File: src/verilog/fhs_pkg.sv
// package: register map, field layout and timing for the frame health led
// What this block does
// - over-temperature exhaust air: flashing red, top priority
// - fan stopped: flashing yellow, second priority
// - rail missing, module present: steady red, third
// - fan slow: steady yellow, fourth priority
// - show only highest active alarm, mask lower
package fhs_pkg;

	// apb register byte offsets
	localparam logic [11:0] FHS_OFS_STATUS = 12'h000;
	localparam logic [11:0] FHS_OFS_CLEAR = 12'h004;
	localparam logic [11:0] FHS_OFS_ENABLE = 12'h008;
	localparam logic [11:0] FHS_OFS_COND = 12'h00C;
	localparam logic [11:0] FHS_OFS_CTRL = 12'h010;

	// event bits, shared by status, clear and enable
	localparam int FHS_EVT_TEMP = 0;
	localparam int FHS_EVT_FAN_STOP = 1;
	localparam int FHS_EVT_RAIL = 2;
	localparam int FHS_EVT_FAN_SLOW = 3;
	localparam int FHS_EVT_GOOD = 4;
	localparam int FHS_EVT_W = 5;
	localparam logic [FHS_EVT_W-1:0] FHS_ENABLE_RST = 5'h00;

	// condition register fields
	localparam int FHS_COND_LIVE_LSB = 0;
	localparam int FHS_COND_ALARM_LSB = 4;
	localparam int FHS_COND_RED = 8;
	localparam int FHS_COND_GREEN = 9;
	localparam int FHS_COND_PHASE = 10;

	// control register fields
	localparam int FHS_CTRL_LED_EN = 0;
	localparam int FHS_CTRL_LAMP_TEST = 1;
	localparam logic [1:0] FHS_CTRL_RST = 2'h1;

	// timing
	localparam longint FHS_CLK_HZ = 50000000;
	localparam longint FHS_FLASH_HALF_MS = 250;
	localparam logic [31:0] FHS_FLASH_HALF_CYCLES =
		32'(FHS_CLK_HZ * FHS_FLASH_HALF_MS / 1000);

	typedef enum logic [2:0] {
		FHS_ALM_NONE = 3'b000,
		FHS_ALM_TEMP = 3'b001,
		FHS_ALM_FAN_STOP = 3'b010,
		FHS_ALM_RAIL = 3'b011,
		FHS_ALM_FAN_SLOW = 3'b100
	} fhs_alarm_t;

endpackage : fhs_pkg

File: src/verilog/fhs_flash_div.sv
// flash rate divider: one-cycle tick and a phase that toggles on it
`timescale 1ns/100ps
`default_nettype none
module fhs_flash_div #(
	parameter logic [31:0] HALF_CYCLES = 32'h0000_0002
) (
	input wire logic pclk,
	input wire logic presetn,
	output logic tick_o,
	output logic phase_o
);

	logic [31:0] cnt_r;

	always_ff @(posedge pclk or negedge presetn) begin
		if (!presetn) begin
			cnt_r <= 32'h0000_0000;
			tick_o <= 1'b0;
		end else if (cnt_r >= HALF_CYCLES - 32'h0000_0001) begin
			cnt_r <= 32'h0000_0000;
			tick_o <= 1'b1;
		end else begin
			cnt_r <= cnt_r + 32'h0000_0001;
			tick_o <= 1'b0;
		end
	end

	always_ff @(posedge pclk or negedge presetn) begin
		if (!presetn) begin
			phase_o <= 1'b1;
		end else if (tick_o) begin
			phase_o <= ~phase_o;
		end
	end

endmodule : fhs_flash_div
`default_nettype wire

File: src/verilog/fhs_frame_health_status_led.sv
// frame health indicator: priority selector, bi-colour led drive, apb regs
`timescale 1ns/100ps
`default_nettype none
module fhs_frame_health_status_led #(
	parameter logic [31:0] FLASH_HALF_CYCLES = fhs_pkg::FHS_FLASH_HALF_CYCLES
) (
	input wire logic pclk,
	input wire logic presetn,
	// apb slave
	input wire logic psel,
	input wire logic penable,
	input wire logic pwrite,
	input wire logic [11:0] paddr,
	input wire logic [31:0] pwdata,
	output logic [31:0] prdata,
	output logic pready,
	output logic pslverr,
	// frame sensing inputs
	input wire logic exhaust_temp_over_limit,
	input wire logic fan_stopped,
	input wire logic fan_low_speed,
	input wire logic supply_rail_a,
	input wire logic supply_rail_b,
	input wire logic supply_module_a_present,
	input wire logic supply_module_b_present,
	// bi-colour led: red and green together show yellow
	output logic led_red,
	output logic led_green,
	output logic irq
);

	// input sampling and condition decode
	// rails reset as present so release shows no false rail fault
	logic temp_r;
	logic fan_stop_r;
	logic fan_slow_r;
	logic rail_a_r;
	logic rail_b_r;
	logic mod_a_r;
	logic mod_b_r;

	// inputs are synchronous; one stage keeps decode off the pins
	always_ff @(posedge pclk or negedge presetn) begin
		if (!presetn) begin
			temp_r <= 1'b0;
			fan_stop_r <= 1'b0;
			fan_slow_r <= 1'b0;
			rail_a_r <= 1'b1;
			rail_b_r <= 1'b1;
			mod_a_r <= 1'b0;
			mod_b_r <= 1'b0;
		end else begin
			temp_r <= exhaust_temp_over_limit;
			fan_stop_r <= fan_stopped;
			fan_slow_r <= fan_low_speed;
			rail_a_r <= supply_rail_a;
			rail_b_r <= supply_rail_b;
			mod_a_r <= supply_module_a_present;
			mod_b_r <= supply_module_b_present;
		end
	end

	logic rail_fault;
	logic [3:0] live;

	// either rail gone while at least one module reports present
	assign rail_fault = (~rail_a_r | ~rail_b_r) & (mod_a_r | mod_b_r);

	always_comb begin
		live = 4'h0;
		live[fhs_pkg::FHS_EVT_TEMP] = temp_r;
		live[fhs_pkg::FHS_EVT_FAN_STOP] = fan_stop_r;
		live[fhs_pkg::FHS_EVT_RAIL] = rail_fault;
		live[fhs_pkg::FHS_EVT_FAN_SLOW] = fan_slow_r;
	end

	// priority selector
	// a single registered code feeds both the led and the cond register,
	// so software never reads a colour the led is not showing
	fhs_pkg::fhs_alarm_t alarm_nxt;
	fhs_pkg::fhs_alarm_t alarm_r;

	// lower alarms stay hidden while a higher one is active
	always_comb begin
		if (temp_r) begin
			alarm_nxt = fhs_pkg::FHS_ALM_TEMP;
		end else if (fan_stop_r) begin
			alarm_nxt = fhs_pkg::FHS_ALM_FAN_STOP;
		end else if (rail_fault) begin
			alarm_nxt = fhs_pkg::FHS_ALM_RAIL;
		end else if (fan_slow_r) begin
			alarm_nxt = fhs_pkg::FHS_ALM_FAN_SLOW;
		end else begin
			alarm_nxt = fhs_pkg::FHS_ALM_NONE;
		end
	end

	always_ff @(posedge pclk or negedge presetn) begin
		if (!presetn) begin
			alarm_r <= fhs_pkg::FHS_ALM_NONE;
		end else begin
			alarm_r <= alarm_nxt;
		end
	end

	// flash timing
	// one shared divider keeps red and green in step for flashing yellow
	logic flash_phase;

	fhs_flash_div #(
		.HALF_CYCLES(FLASH_HALF_CYCLES)
	) u_flash_div (
		.pclk(pclk),
		.presetn(presetn),
		.tick_o(),
		.phase_o(flash_phase)
	);

	// control register and led drive
	// led enable is applied last so it beats lamp test
	// the led lags an input change by three edges: sample, select, drive
	logic [1:0] ctrl_r;
	logic red_nxt;
	logic green_nxt;

	always_comb begin
		red_nxt = 1'b0;
		green_nxt = 1'b0;
		unique case (alarm_r)
			fhs_pkg::FHS_ALM_TEMP: begin
				red_nxt = flash_phase;
			end
			fhs_pkg::FHS_ALM_FAN_STOP: begin
				red_nxt = flash_phase;
				green_nxt = flash_phase;
			end
			fhs_pkg::FHS_ALM_RAIL: begin
				red_nxt = 1'b1;
			end
			fhs_pkg::FHS_ALM_FAN_SLOW: begin
				red_nxt = 1'b1;
				green_nxt = 1'b1;
			end
			fhs_pkg::FHS_ALM_NONE: begin
				green_nxt = 1'b1;
			end
			default: begin
				red_nxt = 1'b0;
				green_nxt = 1'b0;
			end
		endcase
		// lamp test lights both dies steady; disabling blanks the led
		if (ctrl_r[fhs_pkg::FHS_CTRL_LAMP_TEST]) begin
			red_nxt = 1'b1;
			green_nxt = 1'b1;
		end
		if (!ctrl_r[fhs_pkg::FHS_CTRL_LED_EN]) begin
			red_nxt = 1'b0;
			green_nxt = 1'b0;
		end
	end

	always_ff @(posedge pclk or negedge presetn) begin
		if (!presetn) begin
			led_red <= 1'b0;
			led_green <= 1'b0;
		end else begin
			led_red <= red_nxt;
			led_green <= green_nxt;
		end
	end

	// event detection
	// good_prev_r resets high so reset raises no return-to-good event;
	// a condition already present at release still raises its event
	logic [3:0] live_prev_r;
	logic good_prev_r;
	logic [fhs_pkg::FHS_EVT_W-1:0] evt_set;

	always_ff @(posedge pclk or negedge presetn) begin
		if (!presetn) begin
			live_prev_r <= 4'h0;
			good_prev_r <= 1'b1;
		end else begin
			live_prev_r <= live;
			good_prev_r <= (alarm_r == fhs_pkg::FHS_ALM_NONE);
		end
	end

	// rising edges of each condition, plus return to all good
	always_comb begin
		evt_set = {1'b0, live & ~live_prev_r};
		evt_set[fhs_pkg::FHS_EVT_GOOD] =
			(alarm_r == fhs_pkg::FHS_ALM_NONE) & ~good_prev_r;
	end

	// apb access decode
	// full address compare: aliases of a register answer with pslverr
	// no wait states are ever needed, so pready is a constant high
	logic setup_ph;
	logic wr_acc;
	logic hit_status;
	logic hit_clear;
	logic hit_enable;
	logic hit_cond;
	logic hit_ctrl;
	logic mapped;

	assign setup_ph = psel & ~penable;
	assign wr_acc = psel & penable & pwrite;
	assign hit_status = (paddr == fhs_pkg::FHS_OFS_STATUS);
	assign hit_clear = (paddr == fhs_pkg::FHS_OFS_CLEAR);
	assign hit_enable = (paddr == fhs_pkg::FHS_OFS_ENABLE);
	assign hit_cond = (paddr == fhs_pkg::FHS_OFS_COND);
	assign hit_ctrl = (paddr == fhs_pkg::FHS_OFS_CTRL);
	assign mapped = hit_status | hit_clear | hit_enable | hit_cond | hit_ctrl;

	// read data is latched in setup, so every access takes two cycles: setup and one access cycle
	assign pready = 1'b1;
	assign pslverr = psel & penable & ~mapped;

	// sticky status, enable, interrupt
	// irq is registered, so it trails a status or enable change by one edge
	logic [fhs_pkg::FHS_EVT_W-1:0] status;
	logic [fhs_pkg::FHS_EVT_W-1:0] clr_req;
	logic [fhs_pkg::FHS_EVT_W-1:0] enable_r;

	assign clr_req = (wr_acc & hit_clear) ?
		pwdata[fhs_pkg::FHS_EVT_W-1:0] : '0;

	genvar gi;
	generate
		for (gi = 0; gi < fhs_pkg::FHS_EVT_W; gi++) begin : g_evt
			fhs_sticky_bit #(
				.RESET_VAL(1'b0)
			) u_bit (
				.pclk(pclk),
				.presetn(presetn),
				.set_i(evt_set[gi]),
				.clr_i(clr_req[gi]),
				.q_o(status[gi])
			);
		end
	endgenerate

	always_ff @(posedge pclk or negedge presetn) begin
		if (!presetn) begin
			enable_r <= fhs_pkg::FHS_ENABLE_RST;
		end else if (wr_acc & hit_enable) begin
			enable_r <= pwdata[fhs_pkg::FHS_EVT_W-1:0];
		end
	end

	always_ff @(posedge pclk or negedge presetn) begin
		if (!presetn) begin
			ctrl_r <= fhs_pkg::FHS_CTRL_RST;
		end else if (wr_acc & hit_ctrl) begin
			ctrl_r <= pwdata[1:0];
		end
	end

	always_ff @(posedge pclk or negedge presetn) begin
		if (!presetn) begin
			irq <= 1'b0;
		end else begin
			irq <= |(status & enable_r);
		end
	end

	// read data
	// latched once in setup; the value stands until the next read
	// so a slow master still sees one consistent snapshot
	logic [31:0] rd_nxt;

	always_comb begin
		rd_nxt = 32'h0000_0000;
		if (hit_status) begin
			rd_nxt[fhs_pkg::FHS_EVT_W-1:0] = status;
		end else if (hit_enable) begin
			rd_nxt[fhs_pkg::FHS_EVT_W-1:0] = enable_r;
		end else if (hit_cond) begin
			rd_nxt[fhs_pkg::FHS_COND_LIVE_LSB +: 4] = live;
			rd_nxt[fhs_pkg::FHS_COND_ALARM_LSB +: 3] = alarm_r;
			rd_nxt[fhs_pkg::FHS_COND_RED] = led_red;
			rd_nxt[fhs_pkg::FHS_COND_GREEN] = led_green;
			rd_nxt[fhs_pkg::FHS_COND_PHASE] = flash_phase;
		end else if (hit_ctrl) begin
			rd_nxt[1:0] = ctrl_r;
		end
	end

	always_ff @(posedge pclk or negedge presetn) begin
		if (!presetn) begin
			prdata <= 32'h0000_0000;
		end else if (setup_ph & ~pwrite) begin
			prdata <= rd_nxt;
		end
	end

endmodule : fhs_frame_health_status_led
`default_nettype wire

File: src/verilog/fhs_sticky_bit.sv
// sticky event flag with software clear; a set in the clear cycle wins
`timescale 1ns/100ps
`default_nettype none
module fhs_sticky_bit #(
	parameter logic RESET_VAL = 1'b0
) (
	input wire logic pclk,
	input wire logic presetn,
	input wire logic set_i,
	input wire logic clr_i,
	output logic q_o
);

	always_ff @(posedge pclk or negedge presetn) begin
		if (!presetn) begin
			q_o <= RESET_VAL;
		end else if (set_i) begin
			q_o <= 1'b1;
		end else if (clr_i) begin
			q_o <= 1'b0;
		end
	end

endmodule : fhs_sticky_bit
`default_nettype wire
File: config.mk
export PLATFORM = sky130hd
export DESIGN_NAME = fhs_frame_health_status_led
export DESIGN_NICKNAME = d
export VERILOG_FILES = /design/src/verilog/fhs_pkg.sv /design/src/verilog/fhs_flash_div.sv /design/src/verilog/fhs_frame_health_status_led.sv /design/src/verilog/fhs_sticky_bit.sv
export SDC_FILE = /design/constraint.sdc
export NUM_CORES = 1
export LEC_CHECK = 0
export ABC_AREA = 1
export BUFFER_PORTS_ARGS = -buffer_cell sky130_fd_sc_hd__buf_4
export CORE_MARGIN = 3
export CORE_UTILIZATION = 50
export CTS_BUF_LIST = sky130_fd_sc_hd__clkbuf_2 sky130_fd_sc_hd__clkbuf_4 sky130_fd_sc_hd__clkbuf_8
export DETAILED_ROUTE_END_ITERATION = 10
export GPL_ROUTABILITY_DRIVEN = 0
export PLACE_DENSITY = 0.89
export SLEW_MARGIN = 20
export SYNTH_ARGS = -nofsm -noshare
export SYNTH_HDL_FRONTEND = slang
export SYNTH_SLANG_ARGS = --single-unit
File: constraint.sdc
create_clock -name pclk -period 1.4 [get_ports pclk]
set_input_delay 0.14 -clock pclk [delete_from_list [all_inputs] [get_ports pclk]]
set_output_delay 0.14 -clock pclk [all_outputs]
set_load 0.03 [all_outputs]
== Word level (Yosys, flattened, before mapping) ==
Index checks and enable logic that the tools add are counted.

* Register bits: 74
* Input bits: 56
* Output and inout port bits: 37
* Logic and storage cells: 104

* Add/subtract/negate cells: 1
* Order comparisons: 1
* Eq/ne operators: 8
* Mux-type cells: 33
* Bitwise logic cells: 26
* Reductions and logical operators: 11

{| class="wikitable"
|+ Operators with widths
! operator !! number
|-
| 32-bit by 1-bit adder with 32-bit output (second input constant) || 1
|-
| 32-bit by 24-bit >= comparator with 1-bit output (second input constant) || 1
|-
| 32-bit two-way mux || 1
|-
| 12-bit by 4-bit equality test with 1-bit output (second input constant) || 2
|-
| 3-bit two-way mux || 7
|-
| 5-bit two-way mux || 4
|-
| 1-bit two-way mux || 15
|-
| 12-bit by 3-bit equality test with 1-bit output (second input constant) || 1
|-
| 12-bit by 5-bit equality test with 1-bit output (second input constant) || 1
|-
| 12-bit logical NOT || 1
|-
| 1-bit bitwise AND || 10
|-
| 2-bit nonzero test || 5
|-
| 2-bit two-way mux || 4
|-
| 1-bit NOT || 7
|-
| 3-bit by 2-bit equality test with 1-bit output (second input constant) || 2
|-
| 1-bit OR || 6
|-
| 2-bit OR reduction || 3
|-
| 5-bit bitwise AND || 1
|-
| 5-bit OR reduction || 1
|-
| 4-bit bitwise AND || 1
|-
| 4-bit NOT || 1
|-
| 1-bit case mux with 2 select lines || 2
|-
| 3-bit by 1-bit equality test with 1-bit output (second input constant) || 1
|-
| 3-bit equality test (second input constant) || 1
|-
| 3-bit logical NOT || 1
|}

== Longest topological paths before layout ==
Gate-level depths: netlist of run 1.

* Depth after elaboration: 7
* Gate-level depth with buffers: 11
* Gate-level depth less buffers: 10

== Cells and area by module ==
Synthesis of run 1 repeated with hierarchy kept, for this count alone.

* Cells, all modules: 477
* Area, all modules: 3898.7 um2

{| class="wikitable"
|+ Modules (own cells, without submodules)
! module !! instances !! cells an instance !! area an instance (um2) !! sequential area each (um2)
|-
| fhs_frame_health_status_led || 1 || 228 || 1943.1 || 880.8
|-
| fhs_flash_div || 1 || 224 || 1755.4 || 852.1
|-
| fhs_sticky_bit || 5 || 5 || 40.0 || 25.0
|}

== Worst setup path before layout of run 1 ==
Ideal clock, no wire load.

* Path kind: reg2reg
* Start: register u_flash_div.cnt_r[0]
* End: register u_flash_div.cnt_r[0]
* Library setup time: 125 ps
* Data arrival time: 1418 ps
* Data required time: 1275 ps
* Slack: -143 ps
* Cell stages (with the launch flop): 12
* Path buffers: 1
* Clock period less this slack: 1543 ps
* Cells stage by stage: dfrtp_1 ha_1 nand2_2 nor2_4 inv_2 nand2_1 nand2_1 nand2_1 nand2_2 nand2_4 buf_6 nor2_1

* Word-level cells in the longest chain between the ends: 2
* Elaborated cells between the ends (all ways): 3
* Those cells by class: add/sub (1); order compare (1); mux (1)

{| class="wikitable"
|+ Ends and longest elaborated chain
! what !! RTL line !! text
|-
| from (decl) || fhs_flash_div.sv:13 || <nowiki>logic [31:0] cnt_r;</nowiki>
|-
| from (signal assigned) || fhs_flash_div.sv:23 || <nowiki>cnt_r <= cnt_r + 32'h0000_0001;</nowiki>
|-
| 32-bit by 1-bit adder with 32-bit output or 32-bit by 24-bit >= comparator with 1-bit output (tied branches) || fhs_flash_div.sv:23, fhs_flash_div.sv:19 ||
|-
| 32-bit two-way mux * || fhs_flash_div.sv:19 || <nowiki>end else if (cnt_r >= HALF_CYCLES - 32'h0000_0001) begin</nowiki>
|}

Every way passes the cells marked *; elsewhere a longest branch is shown, timed or not.
A chain may end at the register's enable or synchronous reset.

== Worst setup path in the final report of run 1 ==
* Start: register u_flash_div.cnt_r[5]
* End: register u_flash_div.cnt_r[8]

The elaborated chain is that of the path after synthesis.

==> metrics.cfg, run 1 <==
[run]
max_cap_viol_count=0

[sta]
grt_setup_unrepaired=true
worst_slack_ns=-0.2106
setup_tns_ns=-3.565
hold_viol=0
fin_skew_ns=0.01195
setup_viol_count_final=25
finalCriticalPeriod_ns=1.611
drv_slew=0
fin_crit_sh=1.150
max_freq_ghz=0.6209

[logic_synthesis]
async_flop_share=1.000
synth_area_leaders=dfrtp_1 47%, nand2_1 8.1%, nor2_1 6.8%
synth.most_common_cell=nand2_1
synthTopCellsByCount=78 x nand2_1, 69 x dfrtp_1, 66 x nor2_1
postSynthCellCount=430
postSynthAreaPerCell_um2=8.456
synth.distinct_cells=35
ys_seq_elements=74
netlist_area_um2=3636
synth-seq-area-share=0.5110
synth_edf_count=0
synth_ff_type=dfrtp_1
netlist.area_leader.share=0.4749
yosysWarnings=0
synth.largest_area_cell=dfrtp_1

[cts]
cts_buffer_depth=2
clock_sinks=74
clock_latency_ns=0.35
cts_tree=built
path_clk_slew_ns=0.08
root_buffer=clkbuf_8
h-tree-depth=3
cts_made_buffers=9

[finish]
fill_cells=445
num_antenna_cells=0
drive_gt1_frac=0.3297
postLayoutCoreUtil=0.7158
synthToLayoutAreaGrowth_pct=35.96
fin_nets=595

[routing]
firstDrtPassIters=5
via_count=3349
drc=0
drtIter0Drc=279
antenna_left=0
via_per_inst=5.241
routed_wl_mm=9.812
post_drt_wl_per_cell_um=15.36

[power]
power_leakage_nw=2.281
ir_drop_mv=0.5295
powerDensity_nw_per_um2=955.6

[worst_setup_path]
cpMaxStageDelayCell=dfrtp_1
crit_type=reg -> reg
cp_data_arrival_time_ns=1.86
slowest_delay_ns=0.44
end_kind=flop
cp.required_ns=1.65
cp_max_fo=5
worstPathCellList=buf_4 -> nor3_2 -> nand2_2 -> nand2_2 -> nand2_4 -> nand2_8 -> nand2_8 -> nor3_2
startpoint_type=flop

[floorplan]
die-area_um2=8331
initial_core_util=0.5264
core_um2=6907
fp.dieH_um=91.28
placementRows=30
io_pins=93
die_w_um=91.28

[status]
violations=negative setup slack
status=finished, violations left

[place]
port-buffer-count=42
dp_hpwl_mm=5.809

[global_routing]
grt_use_total=0.2204
antenna_found_initial=0
grt_pass1_wl_mm=14.60
grt_pass1_vias=3269
gr-total-overflow=0
grt_max_degree=30

[hold_path]
hp-class=in -> reg

stage by stage:
stage,instances,hold slack [ns],worst slack (ns),instance area (um2),power (W)
after floorplan,459,-0.1556,-0.1134,3750,0.002512
after global placement,598,0.03912,-0.09553,4204,0.002626
after detailed placement,598,0.03964,-0.1968,4204,0.002643
after CTS,629,0.04131,-0.08927,4669,0.004705
after global routing,639,0.05559,-0.2989,4943,0.004902
final,639,0.05345,-0.2106,4943,0.004724
routing by layer:
| layer | GRT usage | vias up | share of wire |
|---|---|---|---|
| li1 | - | 1529 | - |
| met2 | 0.3795 | 173 | 0.51 |
| met1 | 0.2406 | 1600 | 0.38 |
| met3 | 0.06711 | 47 | 0.058 |
| met4 | 0.1231 | 0 | 0.048 |
| met5 | 0 | - | 0 |
cells by family (layout without fill, tap and decap cells):
kind of cell,after synthesis,after routing,share of synthesized area
other cells,2,31,0.002065
compound gates,52,52,0.08156
simple gates,212,214,0.2719
fa+ha+maj,1,1,0.003441
buf+inv,81,163,0.1108
flops,74,74,0.5110
xor+xnor,8,8,0.01927
flip-flops by register name, indices dropped and copies added, names as in the netlist:
name / count
enable_r: 5
g_evt.u_bit.q_o: 5
good_prev_r: 1
fan_stop_r: 1
temp_r: 1
led_red: 1
u_flash_div.phase_o: 1
fan_slow_r: 1
alarm_r: 3
u_flash_div.tick_o: 1
ctrl_r: 2
prdata: 10
live_prev_r: 4
mod_a_r: 1
u_flash_div.cnt_r: 32
rail_a_r: 1
led_green: 1
irq: 1
mod_b_r: 1
rail_b_r: 1
worst max-delay path: cells and delay by family, from the launching register on:
| kind | cells | cell delay, ns |
|---|---|---|
| AND/OR/NAND/NOR | 7 | 0.90 |
| buffers and inverters | 1 | 0.17 |
| flip-flops | 1 | 0.44 |
layout by cell type, fill, tap and decap left out, types with 4 or more instances in the layout:
cell type / count
buf_4: 81
nand3_2: 4
nor3_1: 5
nand2_8: 4
dfrtp_1: 66
xor2_1: 5
nor2_4: 12
nor3_2: 9
nand2_2: 9
nor2_1: 49
nand2_4: 4
a21oi_1: 7
conb_1: 31
nand4_1: 5
nand2_1: 71
o21ai_0: 27
nand3_1: 22
nor3_4: 4
o21a_1: 5
dlygate4sd3_1: 8
inv_1: 52
nor2_2: 11
dfstp_2: 5
clkbuf_8: 10
timing repair:
action,in CTS,in global routing
setup buffers,5,12
hold buffers,8,0
pin swaps,15,22
setup endpoints to repair,25,26
resized for setup,16,49
endpoints found under the hold margin,76,0
cloned,2,0
path summary, 6_finish.rpt:
check	startpoint	end	slack, ns	cells past startpoint
worst max-delay path	u_flash_div.cnt_r[5]	u_flash_div.cnt_r[8]	-0.21	8
worst min-delay path	pwdata[4]	enable_r[4]	0.05	3
worst max register to register	u_flash_div.cnt_r[5]	u_flash_div.cnt_r[8]	-0.21	8
worst min register to register	fan_slow_r	live_prev_r[3]	0.40	0
max in group asynchronous	presetn	u_flash_div.cnt_r[7]	0.67	3
min in group asynchronous	presetn	irq	0.21	2
cell type report:
cell class | count | area (um2) | share of cell area
tap | 96 | 120.1 | 0.02430
inverter | 55 | 209.0 | 0.04227
sequential | 74 | 1862 | 0.3766
timing repair buffer | 92 | 730.7 | 0.1478
clock inverter | 4 | 98.84 | 0.01999
clock buffer | 12 | 152.6 | 0.03088
multi-input combinational | 306 | 1770 | 0.3581
where the power goes:
part / switching [W] / total [W] / internal, W
registers: 0.0000358 / 0.00223 / 0.00220
clock network: 0.000806 / 0.00208 / 0.00128
logic: 0.000267 / 0.000408 / 0.000141
total: 0.00111 / 0.00472 / 0.00362
(Power assumes the default switching activity.)
==> run 2: changes to the inputs <==
SKIP_CTS_REPAIR_TIMING = 1   (was unset)
==> metrics.cfg, run 2 (synthesized netlist as in run 1, its figures left out) <==
[sta]
grt_setup_unrepaired=true
fin_crit_sh=1.110
finalCriticalPeriod_ns=1.554
max_freq_ghz=0.6437
hold_viol=0
worst_slack_ns=-0.1536
setup_tns_ns=-2.767
drv_slew=0
setup_viol_count_final=25
fin_skew_ns=0.01102

[cts]
root_buffer=clkbuf_8
cts_tree=built
cts_buffer_depth=2
cts_made_buffers=9
clock_latency_ns=0.35
h-tree-depth=3
clock_sinks=74
path_clk_slew_ns=0.08

[routing]
antenna_left=0
drc=0
firstDrtPassIters=4
post_drt_wl_per_cell_um=14.61
drtIter0Drc=258
via_count=3267
via_per_inst=5.153
routed_wl_mm=9.260

[place]
dpl_cell_area_um2=4204
port-buffer-count=42
dp.cells=598
dp_hpwl_mm=5.809

[power]
clockPowerShare=0.438
ir_drop_mv=0.4963
power_leakage_nw=2.250
internal_power_w=0.003615
totalPowerFinal_w=0.004699
powerDensity_nw_per_um2=966.9
p_seq_frac=0.475
power_frac_comb=0.086
swShare=0.2305
switchingPower_w=0.001083

[worst_setup_path]
worstReg2RegStart=u_flash_div.cnt_r[1]
r2r_end=u_flash_div.cnt_r[14]
cp_max_fo=7
cp.required_ns=1.64
cp_data_arrival_time_ns=1.79
end_kind=flop
reg2regPathDepth=8
r2r_slack_ns=-0.15
crit_type=reg -> reg
startpoint_type=flop

[hold_path]
hold_depth=3
holdPathEnd=enable_r[4]
hold_start=pwdata[4]
hp-class=in -> reg

[finish]
regArea_um2=1862
drive_gt1_frac=0.3123
synthToLayoutAreaGrowth_pct=33.65
mostFrequentLayoutCell=buf_4
final_cells=634
num_antenna_cells=0
largest_register_ffs=32
multiInputGateArea_um2=1732
stdcell_area_um2=4860
top_register=u_flash_div.cnt_r
layout_common_cells=78 x buf_4, 71 x nand2_1, 66 x dfrtp_1
postLayoutCoreUtil=0.7036
fill_cells=466
reg_top3=u_flash_div.cnt_r: 32 flops, prdata: 10 flops
fin_nets=590

[run]
max_cap_viol_count=0

[status]
status=finished, violations left
violations=negative setup slack

[global_routing]
antenna_found_initial=0
grt_pass1_wl_mm=13.48
grt_pass1_vias=3082
grt_use_total=0.2029
gr-total-overflow=0
grt_max_degree=30

[floorplan]
die_w_um=91.28
placementRows=30
initial_core_util=0.5264
fp.dieH_um=91.28
die-area_um2=8331
core_um2=6907
io_pins=93

-- run 2: changes by cell type in the layout (fill, tap and decap cells not counted), moves of 2 or more --
cell and change:
nor2_4 -3, nor2_1 +3, buf_4 -3, buf_6 -2
-- run 2: critical path: stages, from the launching register on --
cell and delay, ns:
dfrtp_1 0.35, ha_2 0.21, nand2_4 0.07, nor2_4 0.13, nand2_4 0.07, nor3_4 0.25
buf_4 0.17, xor2_1 0.14, nor2_1 0.05
-- run 2: worst max path at each step --
stage / from / end / slack [ns] / cells after the start
6_report: u_flash_div.cnt_r[1] / u_flash_div.cnt_r[14] / -0.15 / 8
5_1_grt: u_flash_div.cnt_r[1] / u_flash_div.cnt_r[14] / -0.23 / 8
4_1_cts: u_flash_div.cnt_r[1] / u_flash_div.cnt_r[19] / -0.13 / 10
3_5_place_dp: paddr[7] / g_evt[1].u_bit.q_o / -0.20 / 7
3_3_place_gp: paddr[7] / enable_r[1] / -0.1 / 8
2_1_floorplan: u_flash_div.cnt_r[0] / u_flash_div.cnt_r[0] / -0.11 / 11
-- run 2: cell type report --
cell class / instances / share of cell area
Sequential cell: 74 / 0.3831
Multi-Input combinational cell: 306 / 0.3563
Timing Repair Buffer: 87 / 0.1411
Inverter: 55 / 0.04300
Clock buffer: 12 / 0.03141
Tap cell: 96 / 0.02472
Clock inverter: 4 / 0.02034
-- run 2: stage by stage --
| stage | hold WS [ns] | worst slack [ns] |
|---|---|---|
| 2_1_floorplan | -0.1556 | -0.1134 |
| 3_3_place_gp | 0.03912 | -0.09553 |
| 3_5_place_dp | 0.03964 | -0.1968 |
| 4_1_cts | -0.3379 | -0.1334 |
| 5_1_grt | 0.05235 | -0.2271 |
| 6_report | 0.05603 | -0.1536 |
-- run 2: layer usage --
layer / routed length [um] / GRT usage
met1: 3540 / 0.2175
met3: 601 / 0.06379
met5: 0 / 0
met4: 386 / 0.1080
met2: 4731 / 0.3550
-- run 2: power groups by stage --
stage	Sequential (W)	Clock, W	Combinational (W)
2_1_floorplan	0.00229	0	0.000223
3_3_place_gp	0.00227	0	0.000360
3_5_place_dp	0.00227	0	0.000371
4_1_cts	0.00223	0.00208	0.000373
5_1_grt	0.00224	0.00221	0.000442
6_report	0.00223	0.00206	0.000406
